===== src/ext_irq_defines.vh =====
`ifndef EXT_IRQ_DEFINES_VH
`define EXT_IRQ_DEFINES_VH

// Register offsets on the plain register port.
`define REG_SYSTEM_CONTROL   3'h0
`define REG_SENSE_CONTROL    3'h1
`define REG_ENABLE           3'h2
`define REG_CONTROL_LEVEL    3'h3
`define REG_STATUS           3'h4
`define REG_ACCEPT_VIEW      3'h5

// Field positions and widths.
`define NMI_EDGE_BIT         0
`define ADDR_W               3
`define DATA_W               16
`define LINES                8
`define KEYS                 16
`define SENSE_W              16
`define VECTOR_W             8
`define PIN_COUNT            25

// Reset values.
`define RST_SYSTEM_CONTROL   1'h0
`define RST_SENSE            16'h0000
`define RST_LINE_BYTE        8'h00
`define RST_PINS_IDLE        25'h1FFFFFF
`define RST_LINES_IDLE       8'hFF
`define RST_VECTOR           8'h00
`define RST_DATA             16'h0000

// Sense codes, two bits per line.
`define SENSE_LOW_LEVEL      2'h0
`define SENSE_FALLING        2'h1
`define SENSE_RISING         2'h2
`define SENSE_BOTH           2'h3

// Interrupt control modes.
`define MODE_ZERO            2'h0
`define MODE_ONE             2'h1

// Fixed vector of the non-maskable request and lines allowed to wake.
`define NMI_VECTOR           8'h07
`define WAKE_LINES           8'hC7

`endif


===== src/pin_sync.v =====
`timescale 1ns/1ps

module pin_sync #(
   parameter WIDTH = 25,
   parameter [WIDTH-1:0] IDLE = {WIDTH{1'b1}}
) (
   // Clock and reset
   input  wire             sys_clk_i,
   input  wire             nrst_i,
   // Raw pins and their synchronised copy
   input  wire [WIDTH-1:0] pins_i,
   output reg  [WIDTH-1:0] pins_o
);

   reg [WIDTH-1:0] stage1;

   // Stage one feeds stage two only, so a metastable sample never reaches logic.
   always @(posedge sys_clk_i) begin
      if (!nrst_i) begin
         stage1 <= IDLE;
         pins_o <= IDLE;
      end else begin
         stage1 <= pins_i;
         pins_o <= stage1;
      end
   end

endmodule // pin_sync


===== src/external_interrupt_sources.v =====
`timescale 1ns/1ps
`include "ext_irq_defines.vh"

module external_interrupt_sources #(
   parameter [`VECTOR_W-1:0] IRQ_VECTOR_BASE = 8'h10
) (
   // Clock and reset
   input  wire                 sys_clk_i,
   input  wire                 nrst_i,
   // External request pins, request lines active low
   input  wire                 nmi_pin_i,
   input  wire [`LINES-1:0]    irq_pin_i,
   input  wire [`KEYS-1:0]     key_sense_i,
   // Register port
   input  wire [`ADDR_W-1:0]   addr_i,
   input  wire [`DATA_W-1:0]   wdata_i,
   input  wire                 wr_i,
   input  wire                 rd_i,
   output reg  [`DATA_W-1:0]   rdata_o,
   // CPU core side
   input  wire                 int_mask_i,
   input  wire                 secondary_mask_bit_i,
   input  wire [1:0]           ctrl_mode_i,
   input  wire                 standby_i,
   input  wire                 accept_i,
   output reg                  cpu_irq_o,
   output reg  [`VECTOR_W-1:0] cpu_vector_o,
   output reg                  wake_o
);

   reg                  nonmaskable_edge_select;
   reg [`SENSE_W-1:0]   request_sense_control;
   reg [`LINES-1:0]     request_enable_reg;
   reg [`LINES-1:0]     control_level_reg;
   reg [`LINES-1:0]     request_status_reg;
   reg [`LINES-1:0]     line_prev;
   reg                  nmi_prev;
   reg                  nmi_pending;

   wire [`PIN_COUNT-1:0] pins_sync;
   wire                  nmi_now;
   wire [`LINES-1:0]     irq_now;
   wire [`KEYS-1:0]      key_now;

   reg  [`LINES-1:0]     line_now;
   reg  [`LINES-1:0]     detected;
   reg  [`LINES-1:0]     next_status;
   reg  [`LINES-1:0]     pending;
   reg  [`LINES-1:0]     eligible;
   reg                   allow_level1;
   reg                   allow_level0;
   reg                   nmi_edge;
   reg                   next_nmi_pending;
   reg  [2:0]            pick;
   reg  [`LINES-1:0]     level1_hit;
   reg  [`VECTOR_W:0]    vector_sum;
   reg  [`DATA_W-1:0]    next_rdata;

   // Level sense is decided on the current sample; edges compare two samples.
   function sense_hit;
      input [1:0] code;
      input       now;
      input       prev;
      begin
         case (code)
            `SENSE_LOW_LEVEL: sense_hit = ~now;
            `SENSE_FALLING:   sense_hit = prev & ~now;
            `SENSE_RISING:    sense_hit = ~prev & now;
            `SENSE_BOTH:      sense_hit = prev ^ now;
            default:          sense_hit = 1'b0;
         endcase
      end
   endfunction

   // Lowest numbered set bit wins within one control level.
   function [2:0] lowest_set;
      input [`LINES-1:0] bits;
      integer i;
      begin
         lowest_set = 3'h0;
         for (i = `LINES - 1; i >= 0; i = i - 1) begin
            if (bits[i]) begin
               lowest_set = i[2:0];
            end
         end
      end
   endfunction

   pin_sync #(
      .WIDTH (`PIN_COUNT),
      .IDLE  (`RST_PINS_IDLE)
   ) u_pin_sync (
      .sys_clk_i (sys_clk_i),
      .nrst_i    (nrst_i),
      .pins_i    ({nmi_pin_i, irq_pin_i, key_sense_i}),
      .pins_o    (pins_sync)
   );

   assign nmi_now = pins_sync[`PIN_COUNT-1];
   assign irq_now = pins_sync[`KEYS+`LINES-1:`KEYS];
   assign key_now = pins_sync[`KEYS-1:0];

   integer n;

   // Write decode shared by every register process.
   function reg_hit;
      input [`ADDR_W-1:0] addr;
      input               strobe;
      input [`ADDR_W-1:0] offset;
      begin
         reg_hit = strobe && addr == offset;
      end
   endfunction

   // Shared sources: a key pulled low pulls its line low.
   always @* begin
      line_now    = irq_now;
      line_now[7] = irq_now[7] & (&key_now[15:8]);
      line_now[6] = irq_now[6] & (&key_now[7:0]);
      // Lines 0 and 1 listen to their pin only while enabled; otherwise idle high.
      line_now[0] = request_enable_reg[0] ? irq_now[0] : 1'b1;
      line_now[1] = request_enable_reg[1] ? irq_now[1] : 1'b1;
   end

   // Enabling line 0 or 1 while its pin is low counts as a falling edge.
   always @* begin
      detected = `RST_LINE_BYTE;
      for (n = 0; n < `LINES; n = n + 1) begin
         detected[n] = sense_hit(request_sense_control[2*n+1 -: 2],
                                 line_now[n], line_prev[n]);
      end
   end

   // A new detection beats a clear written in the same cycle.
   always @* begin
      next_status = request_status_reg | detected;
      if (reg_hit(addr_i, wr_i, `REG_STATUS)) begin
         next_status = (request_status_reg & wdata_i[`LINES-1:0]) | detected;
      end
   end

   // The held request drops only when the CPU takes the fixed vector.
   always @* begin
      nmi_edge = nonmaskable_edge_select ? (~nmi_prev & nmi_now)
                                         : (nmi_prev & ~nmi_now);
      next_nmi_pending = nmi_pending;
      if (accept_i && cpu_irq_o && cpu_vector_o == `NMI_VECTOR) begin
         next_nmi_pending = 1'b0;
      end
      // An edge in the cycle of acceptance is kept, so no request is lost.
      if (nmi_edge) begin
         next_nmi_pending = 1'b1;
      end
   end

   // I clear accepts both levels; in mode 1 with I set and the secondary
   // mask clear, only level-one sources pass.
   always @* begin
      pending      = request_status_reg & request_enable_reg;
      allow_level0 = ~int_mask_i;
      allow_level1 = ~int_mask_i
                     | (ctrl_mode_i == `MODE_ONE && !secondary_mask_bit_i);
      eligible     = pending & ((control_level_reg & {`LINES{allow_level1}})
                     | (~control_level_reg & {`LINES{allow_level0}}));
   end

   // Level one wins over level zero, then the lowest line number.
   always @* begin
      level1_hit = eligible & control_level_reg;
      if (|level1_hit) begin
         pick = lowest_set(level1_hit);
      end else begin
         pick = lowest_set(eligible);
      end
      // The spare top bit holds the carry; a base near the top would wrap.
      vector_sum = {1'b0, IRQ_VECTOR_BASE} + {6'h00, pick};
   end

   // Edge select of the non-maskable pin, one for rising.
   always @(posedge sys_clk_i) begin
      if (!nrst_i) begin
         nonmaskable_edge_select <= `RST_SYSTEM_CONTROL;
      end else if (reg_hit(addr_i, wr_i, `REG_SYSTEM_CONTROL)) begin
         nonmaskable_edge_select <= wdata_i[`NMI_EDGE_BIT];
      end
   end

   // Two sense bits per line.
   always @(posedge sys_clk_i) begin
      if (!nrst_i) begin
         request_sense_control <= `RST_SENSE;
      end else if (reg_hit(addr_i, wr_i, `REG_SENSE_CONTROL)) begin
         request_sense_control <= wdata_i;
      end
   end

   // A disabled line 2 to 7 still sets its flag (disabled lines 0 and 1 idle high), but no disabled line requests.
   always @(posedge sys_clk_i) begin
      if (!nrst_i) begin
         request_enable_reg <= `RST_LINE_BYTE;
      end else if (reg_hit(addr_i, wr_i, `REG_ENABLE)) begin
         request_enable_reg <= wdata_i[`LINES-1:0];
      end
   end

   // One control level bit per line.
   always @(posedge sys_clk_i) begin
      if (!nrst_i) begin
         control_level_reg <= `RST_LINE_BYTE;
      end else if (reg_hit(addr_i, wr_i, `REG_CONTROL_LEVEL)) begin
         control_level_reg <= wdata_i[`LINES-1:0];
      end
   end

   // Status flags: set by detections, cleared by software.
   always @(posedge sys_clk_i) begin
      if (!nrst_i) begin
         request_status_reg <= `RST_LINE_BYTE;
      end else begin
         request_status_reg <= next_status;
      end
   end

   // Pin history for edge detection, and the held non-maskable request.
   always @(posedge sys_clk_i) begin
      if (!nrst_i) begin
         line_prev   <= `RST_LINES_IDLE;
         nmi_prev    <= 1'b1;
         nmi_pending <= 1'b0;
      end else begin
         line_prev   <= line_now;
         nmi_prev    <= nmi_now;
         nmi_pending <= next_nmi_pending;
      end
   end

   // Outputs are registered, so the CPU sees a request one cycle after its cause.
   always @(posedge sys_clk_i) begin
      if (!nrst_i) begin
         cpu_irq_o <= 1'b0;
      end else begin
         cpu_irq_o <= next_nmi_pending | (|eligible);
      end
   end

   // The vector reads zero while nothing is requested.
   always @(posedge sys_clk_i) begin
      if (!nrst_i) begin
         cpu_vector_o <= `RST_VECTOR;
      end else if (next_nmi_pending) begin
         cpu_vector_o <= `NMI_VECTOR;
      end else if (|eligible) begin
         cpu_vector_o <= vector_sum[`VECTOR_W-1:0];
      end else begin
         cpu_vector_o <= `RST_VECTOR;
      end
   end

   // Wake ignores the CPU masks, but still needs the line enabled.
   always @(posedge sys_clk_i) begin
      if (!nrst_i) begin
         wake_o <= 1'b0;
      end else begin
         wake_o <= standby_i & (next_nmi_pending | (|(pending & `WAKE_LINES)));
      end
   end

   // Read data stand for as many cycles as the read strobe is held, one cycle late, then return to zero.
   always @* begin
      next_rdata = `RST_DATA;
      if (rd_i) begin
         case (addr_i)
            `REG_SYSTEM_CONTROL: next_rdata = {15'h0000, nonmaskable_edge_select};
            `REG_SENSE_CONTROL:  next_rdata = request_sense_control;
            `REG_ENABLE:         next_rdata = {8'h00, request_enable_reg};
            `REG_CONTROL_LEVEL:  next_rdata = {8'h00, control_level_reg};
            `REG_STATUS:         next_rdata = {8'h00, request_status_reg};
            `REG_ACCEPT_VIEW:    next_rdata = {7'h00, nmi_pending, cpu_vector_o};
            default:             next_rdata = `RST_DATA;
         endcase
      end
   end

   // Unmapped offsets read zero, so software can probe the map safely.
   always @(posedge sys_clk_i) begin
      if (!nrst_i) begin
         rdata_o <= `RST_DATA;
      end else begin
         rdata_o <= next_rdata;
      end
   end

endmodule // external_interrupt_sources


===== config.mk =====
export PLATFORM = sky130hd
export DESIGN_NAME = external_interrupt_sources
export DESIGN_NICKNAME = d
export VERILOG_FILES = /design/src/pin_sync.v /design/src/external_interrupt_sources.v
export VERILOG_INCLUDE_DIRS = /design/src
export SDC_FILE = /design/constraint.sdc
export NUM_CORES = 1
export LEC_CHECK = 0
export BUFFER_PORTS_ARGS = -buffer_cell sky130_fd_sc_hd__buf_4
export CAP_MARGIN = 15
export CORE_MARGIN = 2
export CORE_UTILIZATION = 40
export CTS_CLUSTER_SIZE = 28
export DETAILED_ROUTE_END_ITERATION = 6
export PLACE_DENSITY = 0.6
export SKIP_CTS_REPAIR_TIMING = 1
export SYNTH_ARGS = -nofsm -noshare
export SYNTH_HDL_FRONTEND = slang
export SYNTH_SLANG_ARGS = --single-unit

===== constraint.sdc =====
create_clock -name sys_clk_i -period 1.64 [get_ports sys_clk_i]
set_clock_uncertainty 0.1 [all_clocks]
set_input_delay 0.246 -clock sys_clk_i [delete_from_list [all_inputs] [get_ports sys_clk_i]]
set_output_delay 0.246 -clock sys_clk_i [all_outputs]
set_load 0.005 [all_outputs]

# Word-level counts from Yosys, hierarchy flattened
# Cells that the tools add are included.
totals:
  regBits: 125
  elab_cells: 169
  input_bits: 54
op_classes:
  add_sub_neg: 1
  reduce_logical: 25
  eq_ne: 31
  muxes: 34
  bitwise_logic: 63
ops:
  columns: ["operator", "n"]
  rows:
  - ["16-bit one-hot mux with 6 select lines", 1]
  - ["3-bit two-way mux", 19]
  - ["8-bit bitwise AND", 6]
  - ["2-bit equality test, second input constant", 16]
  - ["1-bit one-hot mux with 4 select lines", 8]
  - ["8-bit bitwise OR", 3]
  - ["1-bit bitwise AND", 21]
  - ["1-bit NOT", 21]
  - ["2-bit by 1-bit equality test with 1-bit output, second input constant", 9]
  - ["2-bit logical NOT", 8]
  - ["8-bit AND reduction", 2]
  - ["8-bit OR reduction", 2]
  - ["1-bit logical AND", 8]
  - ["8-bit two-way mux", 1]
  - ["8-bit NOT", 1]
  - ["1-bit bitwise XOR", 8]
  - ["5-bit by 3-bit adder with 6-bit output, first input constant", 1]
  - ["3-bit by 2-bit equality test with 1-bit output, second input constant", 2]
  - ["3-bit equality test, second input constant", 2]
  - ["6-bit by 3-bit equality test with 1-bit output, second input constant", 1]
  - ["1-bit two-way mux", 5]
  - ["5-bit OR reduction", 1]
  - ["3-bit by 1-bit equality test with 1-bit output, second input constant", 1]
  - ["3-bit logical NOT", 1]
  - ["other kinds (4)", 6]

# Logic depth before layout (Yosys ltp)
logic_depth:
  depth_word: 19
  depth_mapped: 9
  ltp_nobuf: 9

# Modules after synthesis
# From an unflattened synthesis, not the netlist that was laid out.
unflattened:
  hier_cells: 548
  area_unflattened_um2: 5041.1
modules_own_cells:
  columns: ["mod", "area_each_um2", "n_inst", "cells_each", "seq_area_each_um2"]
  rows:
  - ["external_interrupt_sources", 3702.3, 1, 443, 1461.4]
  - ["pin_sync", 1338.8, 1, 105, 1001.0]

# Worst setup path before layout
# OpenSTA, ideal clock, no wires.
synth_path:
  path_kind: "register to register"
  from: "reg request_enable_reg[3]"
  to: "reg cpu_vector_o[0]"
  t_arrival_ns: 1.304
  period_less_slack_ns: 1.531
  path_stages_with_launch: 7
  required_time_ns: 1.413
  path_slack_ns: 0.109
  setup_time_ns: 0.127
  cell_sequence: "dfxtp_1 -> nand3_1 -> nand4_1 -> a21oi_2 -> a31o_4 -> a2111oi_2 -> or3_1"
synth_via:
  elab_chain_cells: 11
synth_rtl:
  columns: ["element", "line_no", "text"]
  rows:
  - ["from (decl)", "external_interrupt_sources.v:33", "reg [`LINES-1:0] request_enable_reg;"]
  - ["from (signal assigned)", "external_interrupt_sources.v:200", "request_enable_reg <= `RST_LINE_BYTE;"]
  - ["from (signal assigned)", "external_interrupt_sources.v:202", "request_enable_reg <= wdata_i[`LINES-1:0];"]
  - ["8-bit bitwise AND *", "external_interrupt_sources.v:159", "pending = request_status_reg & request_enable_reg;"]
  - ["8-bit bitwise AND *", "external_interrupt_sources.v:163", "eligible = pending & ((control_level_reg & {`LINES{allow_level1}})"]
  - ["8-bit bitwise AND", "external_interrupt_sources.v:169", "level1_hit = eligible & control_level_reg;"]
  - ["3-bit two-way mux (4 in a row)", "external_interrupt_sources.v:82", "if (bits[i]) begin"]
  - ["3-bit two-way mux", "external_interrupt_sources.v:170", "if (|level1_hit) begin"]
  - ["5-bit by 3-bit adder with 6-bit output", "external_interrupt_sources.v:176", "vector_sum = {1'b0, IRQ_VECTOR_BASE} + {6'h00, pick};"]
  - ["3-bit two-way mux *", "external_interrupt_sources.v:252", "end else if (|eligible) begin"]
  - ["3-bit two-way mux *", "external_interrupt_sources.v:250", "end else if (next_nmi_pending) begin"]
  - ["to (signal assigned)", "external_interrupt_sources.v:249", "cpu_vector_o <= `RST_VECTOR;"]
  - ["to (signal assigned)", "external_interrupt_sources.v:251", "cpu_vector_o <= `NMI_VECTOR;"]
  - ["to (signal assigned)", "external_interrupt_sources.v:253", "cpu_vector_o <= vector_sum[`VECTOR_W-1:0];"]
  - ["to (decl)", "external_interrupt_sources.v:27", "output reg [`VECTOR_W-1:0] cpu_vector_o,"]
# Mark *: on every way between the ends. The rest lies on a longest branch, timed or not.
# A chain may end at the register's enable or synchronous reset.

# Final worst setup path
layout_path:
  from: "reg u_pin_sync.pins_o[6]"
  to: "reg request_status_reg[6]"
layout_via:
  elab_chain_cells: 7
layout_rtl:
  columns: ["element", "line_no", "text"]
  rows:
  - ["from (decl)", "pin_sync.v:12", "output reg [WIDTH-1:0] pins_o"]
  - ["from (signal assigned)", "pin_sync.v:24", "pins_o <= stage1;"]
  - ["8-bit AND reduction *", "external_interrupt_sources.v:119", "line_now[6] = irq_now[6] & (&key_now[7:0]);"]
  - ["1-bit bitwise AND *", "external_interrupt_sources.v:119", null]
  - ["named net line_now[6]", "external_interrupt_sources.v:45", "reg [`LINES-1:0] line_now;"]
  - ["1-bit NOT", "external_interrupt_sources.v:66, external_interrupt_sources.v:67", null]
  - ["1-bit bitwise AND", "external_interrupt_sources.v:67", "`SENSE_FALLING: sense_hit = prev & ~now;"]
  - ["1-bit one-hot mux with 4 select lines *", "external_interrupt_sources.v:65", "case (code)"]
  - ["8-bit bitwise OR, on equally long branches", "external_interrupt_sources.v:136, external_interrupt_sources.v:138", null]
  - ["8-bit two-way mux *", "external_interrupt_sources.v:137", "if (reg_hit(addr_i, wr_i, `REG_STATUS)) begin"]
  - ["to (signal assigned)", "external_interrupt_sources.v:218", "request_status_reg <= `RST_LINE_BYTE;"]
  - ["to (signal assigned)", "external_interrupt_sources.v:220", "request_status_reg <= next_status;"]
  - ["to (decl)", "external_interrupt_sources.v:35", "reg [`LINES-1:0] request_status_reg;"]
# Mark *: on every way through the listed nets, which the timed path passes. The rest lies on a longest branch.

==> flow_metrics.tcl <==
set metrics [dict create \
    dp_worst_setup_slack_ps -190 \
    place_area_um2 5890 \
    tritoncts "yes" \
    cp-end-kind "register" \
    grt_pass1_wl_um 18600 \
    n_antenna_cell 0 \
    grt_max_degree 60 \
    combPwrFrac_pct 7.6 \
    finalHoldViolCount 3 \
    outcome "complete, but fails checks" \
    worstSetupPathType "register to register" \
    core-area_um2 12100 \
    boundaryPins 80 \
    netlist_instances 561 \
    dpl.hpwl_um 8740 \
    seqPwrFrac_pct 42.4 \
    netlist_area_um2 4950 \
    dieArea_um2 13300 \
    yosys.area.top_type "dfxtp_1" \
    hold_class "input port to register" \
    drt_wl_total_um 12200 \
    vias 4251 \
    max-slew-margin-rel_pct 62.4 \
    drc_errors 0 \
    critPathMostFrequentCell "nand4_1" \
    p_sw_uw 1630 \
    hold_depth 3 \
    maxCapViolations 0 \
    holdWs_ps -11.4 \
    clk_latency_ps 410 \
    ant_nets 0 \
    synth_edf_count 0 \
    io_buffer_count 75 \
    placedCellCount 818 \
    required_ps 1820 \
    clkSinkCount 123 \
    areaGrowthSynthToFinish_pct 38.4 \
    clk_pin_slew_ps 50 \
    period_needed_ps 1720 \
    switching_share_pct 21.9 \
    cp-start-kind "register" \
    tightest_slew_ps 563 \
    internal-power_uw 5820 \
    cts_made_buffers 17 \
    instances_no_fill 881 \
    ff2ff_path_depth 9 \
    timing.fmax_mhz 580 \
    reg_top3 "u_pin_sync.pins_o (25), u_pin_sync.stage1 (25)" \
    synth.avg_cell_area_um2 8.83 \
    p_leak_uw 0.00293 \
    crit_chain "nand4_1 > nor2_1 > nand4_1 > buf_4 > inv_1 > ha_1 > mux2_2 > o21ai_2 > a21oi_1" \
    postLayoutCellArea_um2 6860 \
    initial_core_util_pct 41.1 \
    maxSlewViolCount 0 \
    vias_per_cell 4.83 \
    setup_viol 2 \
    firstDrtPassIters 5 \
    grt-ovfl-total 0 \
    arrival_ps 1900 \
    clkPwrFrac_pct 50.1 \
    synthDominantCellAreaShare_pct 49.7 \
    final_util_pct 56.8 \
    cts-htree-levels 4 \
    row_count 40 \
    synth_seq_cells 123 \
    drtIter0Drc 194 \
    yosys-top-cells-area "dfxtp_1 (50%), nand2_1 (8.8%), nand2b_1 (7.5%), a21oi_1 (5.6%), ha_1 (4.0%)" \
    yosysWarnings 0 \
    cts_root_buf "clkbuf_16" \
    track_usage_pct 18.5 \
    wl_per_cell_um 13.8 \
    ir_worst_vdd_v 0.000717 \
    synthDistinctLibCells 52 \
    grt_antenna_before_repair 0 \
    violations "negative hold slack, negative setup slack" \
    synth_ff_type "dfxtp_1" \
    synthArstFlopShare_pct 0 \
    die_h_um 115 \
    drive_above_1_share_pct 25.1 \
    ys_seq_area_share_pct 49.7 \
    fin_ws_ps -84.1 \
    fin_crit_sh_pct 105 \
    die_w_um 115 \
    gp_congestion 0.873 \
    power_density_nw_per_um2 1090 \
    crit_path_max_incr_delay_ps 300 \
    nets 771 \
    rsz0062_at_grt "yes" \
    grt_pass1_vias 3787 \
    worstPathMaxFanout 3 \
    clk_path_buf_depth 2 \
    slowest_stage "dfxtp_1" \
]
power by group through the flow:
| stage | clock network, uW | logic [uW] | registers (uW) |
|---|---|---|---|
| 2_1_floorplan | 0 | 267 | 3200 |
| 3_3_place_gp | 0 | 483 | 3210 |
| 3_5_place_dp | 0 | 491 | 3220 |
| 4_1_cts | 3800 | 493 | 3150 |
| 5_1_grt | 3940 | 621 | 3170 |
| 6_report | 3730 | 564 | 3160 |
final cells by class:
type / instances / area (um^2)
Fill cell: 1088 / 5200
Clock inverter: 10 / 141
Timing Repair Buffer: 144 / 1160
Tap cell: 168 / 210
Clock buffer: 21 / 450
Sequential cell: 123 / 2480
Multi-Input combinational cell: 395 / 2350
Inverter: 20 / 75.1
synth_stat cells, drive strengths merged, types with 2 or more instances:
library cell and number:
nor2b 9, inv 19, and2 16, a31oi 4, o221ai 2, nor2 15
a22oi 7, clkbuf 15, and3 3, nand2 117, mux2 5, nand3 12
nand2b 59, a21oi 58, nand4 5, ha 16, or3 2, o22ai 7
mux2i 11, buf 11, o21ai 25, dfxtp 123, a21o 2
routing by layer:
| metal | routed length [um] | vias to the layer above | global-route usage (%) |
|---|---|---|---|
| met5 | 0 | - | 0 |
| met4 | 208 | 0 | 8.76 |
| met3 | 667 | 16 | 5.11 |
| met2 | 5780 | 122 | 28.5 |
| met1 | 5490 | 1956 | 24.0 |
| li1 | - | 2157 | - |
kinds of logic (layout without fill, tap and decap cells):
| logic type | after synthesis | in the layout | synth area share, % |
|---|---|---|---|
| adders and majority gates | 16 | 16 | 4.04 |
| buffers and inverters | 46 | 195 | 4.12 |
| and+or+nand+nor | 242 | 242 | 24.1 |
| DFF | 123 | 123 | 49.7 |
| muxes | 17 | 17 | 3.81 |
| AOI/OAI and AO/OA | 116 | 116 | 14.1 |
| other | 1 | 4 | 0.0757 |
layout by cell type, fill, tap and decap left out, types with 16 or more instances in the layout:
cell and instances:
ha_1 16, dfxtp_1 114, dlygate4sd3_1 30, inv_1 19
o21ai_0 18, a21oi_1 55, nand2b_1 59, clkbuf_16 17
nand2_1 116, buf_4 114
critical path: cells and delay by family, from the launching register on:
| kind | cells | cell delay [ps] |
|---|---|---|
| AND/OR/NAND/NOR | 3 | 300 |
| buffers and inverters | 2 | 180 |
| AO/OA/AOI/OAI | 2 | 270 |
| flip-flops | 1 | 300 |
| multiplexers | 1 | 270 |
| adder cells (fa/ha/maj) | 1 | 180 |
worst paths after layout:
| check | start | to | slack [ps] |
|---|---|---|---|
| worst max register to register | u_pin_sync.pins_o[6] | request_status_reg[6] | -80 |
| worst min register to register | u_pin_sync.stage1[12] | u_pin_sync.pins_o[12] | 300 |
| worst max-delay path | u_pin_sync.pins_o[6] | request_status_reg[6] | -80 |
| worst min-delay path | wdata_i[12] | request_sense_control[12] | -10 |
per-stage QoR:
stage / TNS, ps / total power, uW
after floorplan: 0 / 3470
after global placement: -266 / 3700
after detailed placement: -364 / 3710
after CTS: -478 / 7440
after global routing: -488 / 7730
final: -145 / 7460
Note: power is estimated with default switching activity, not from simulation.
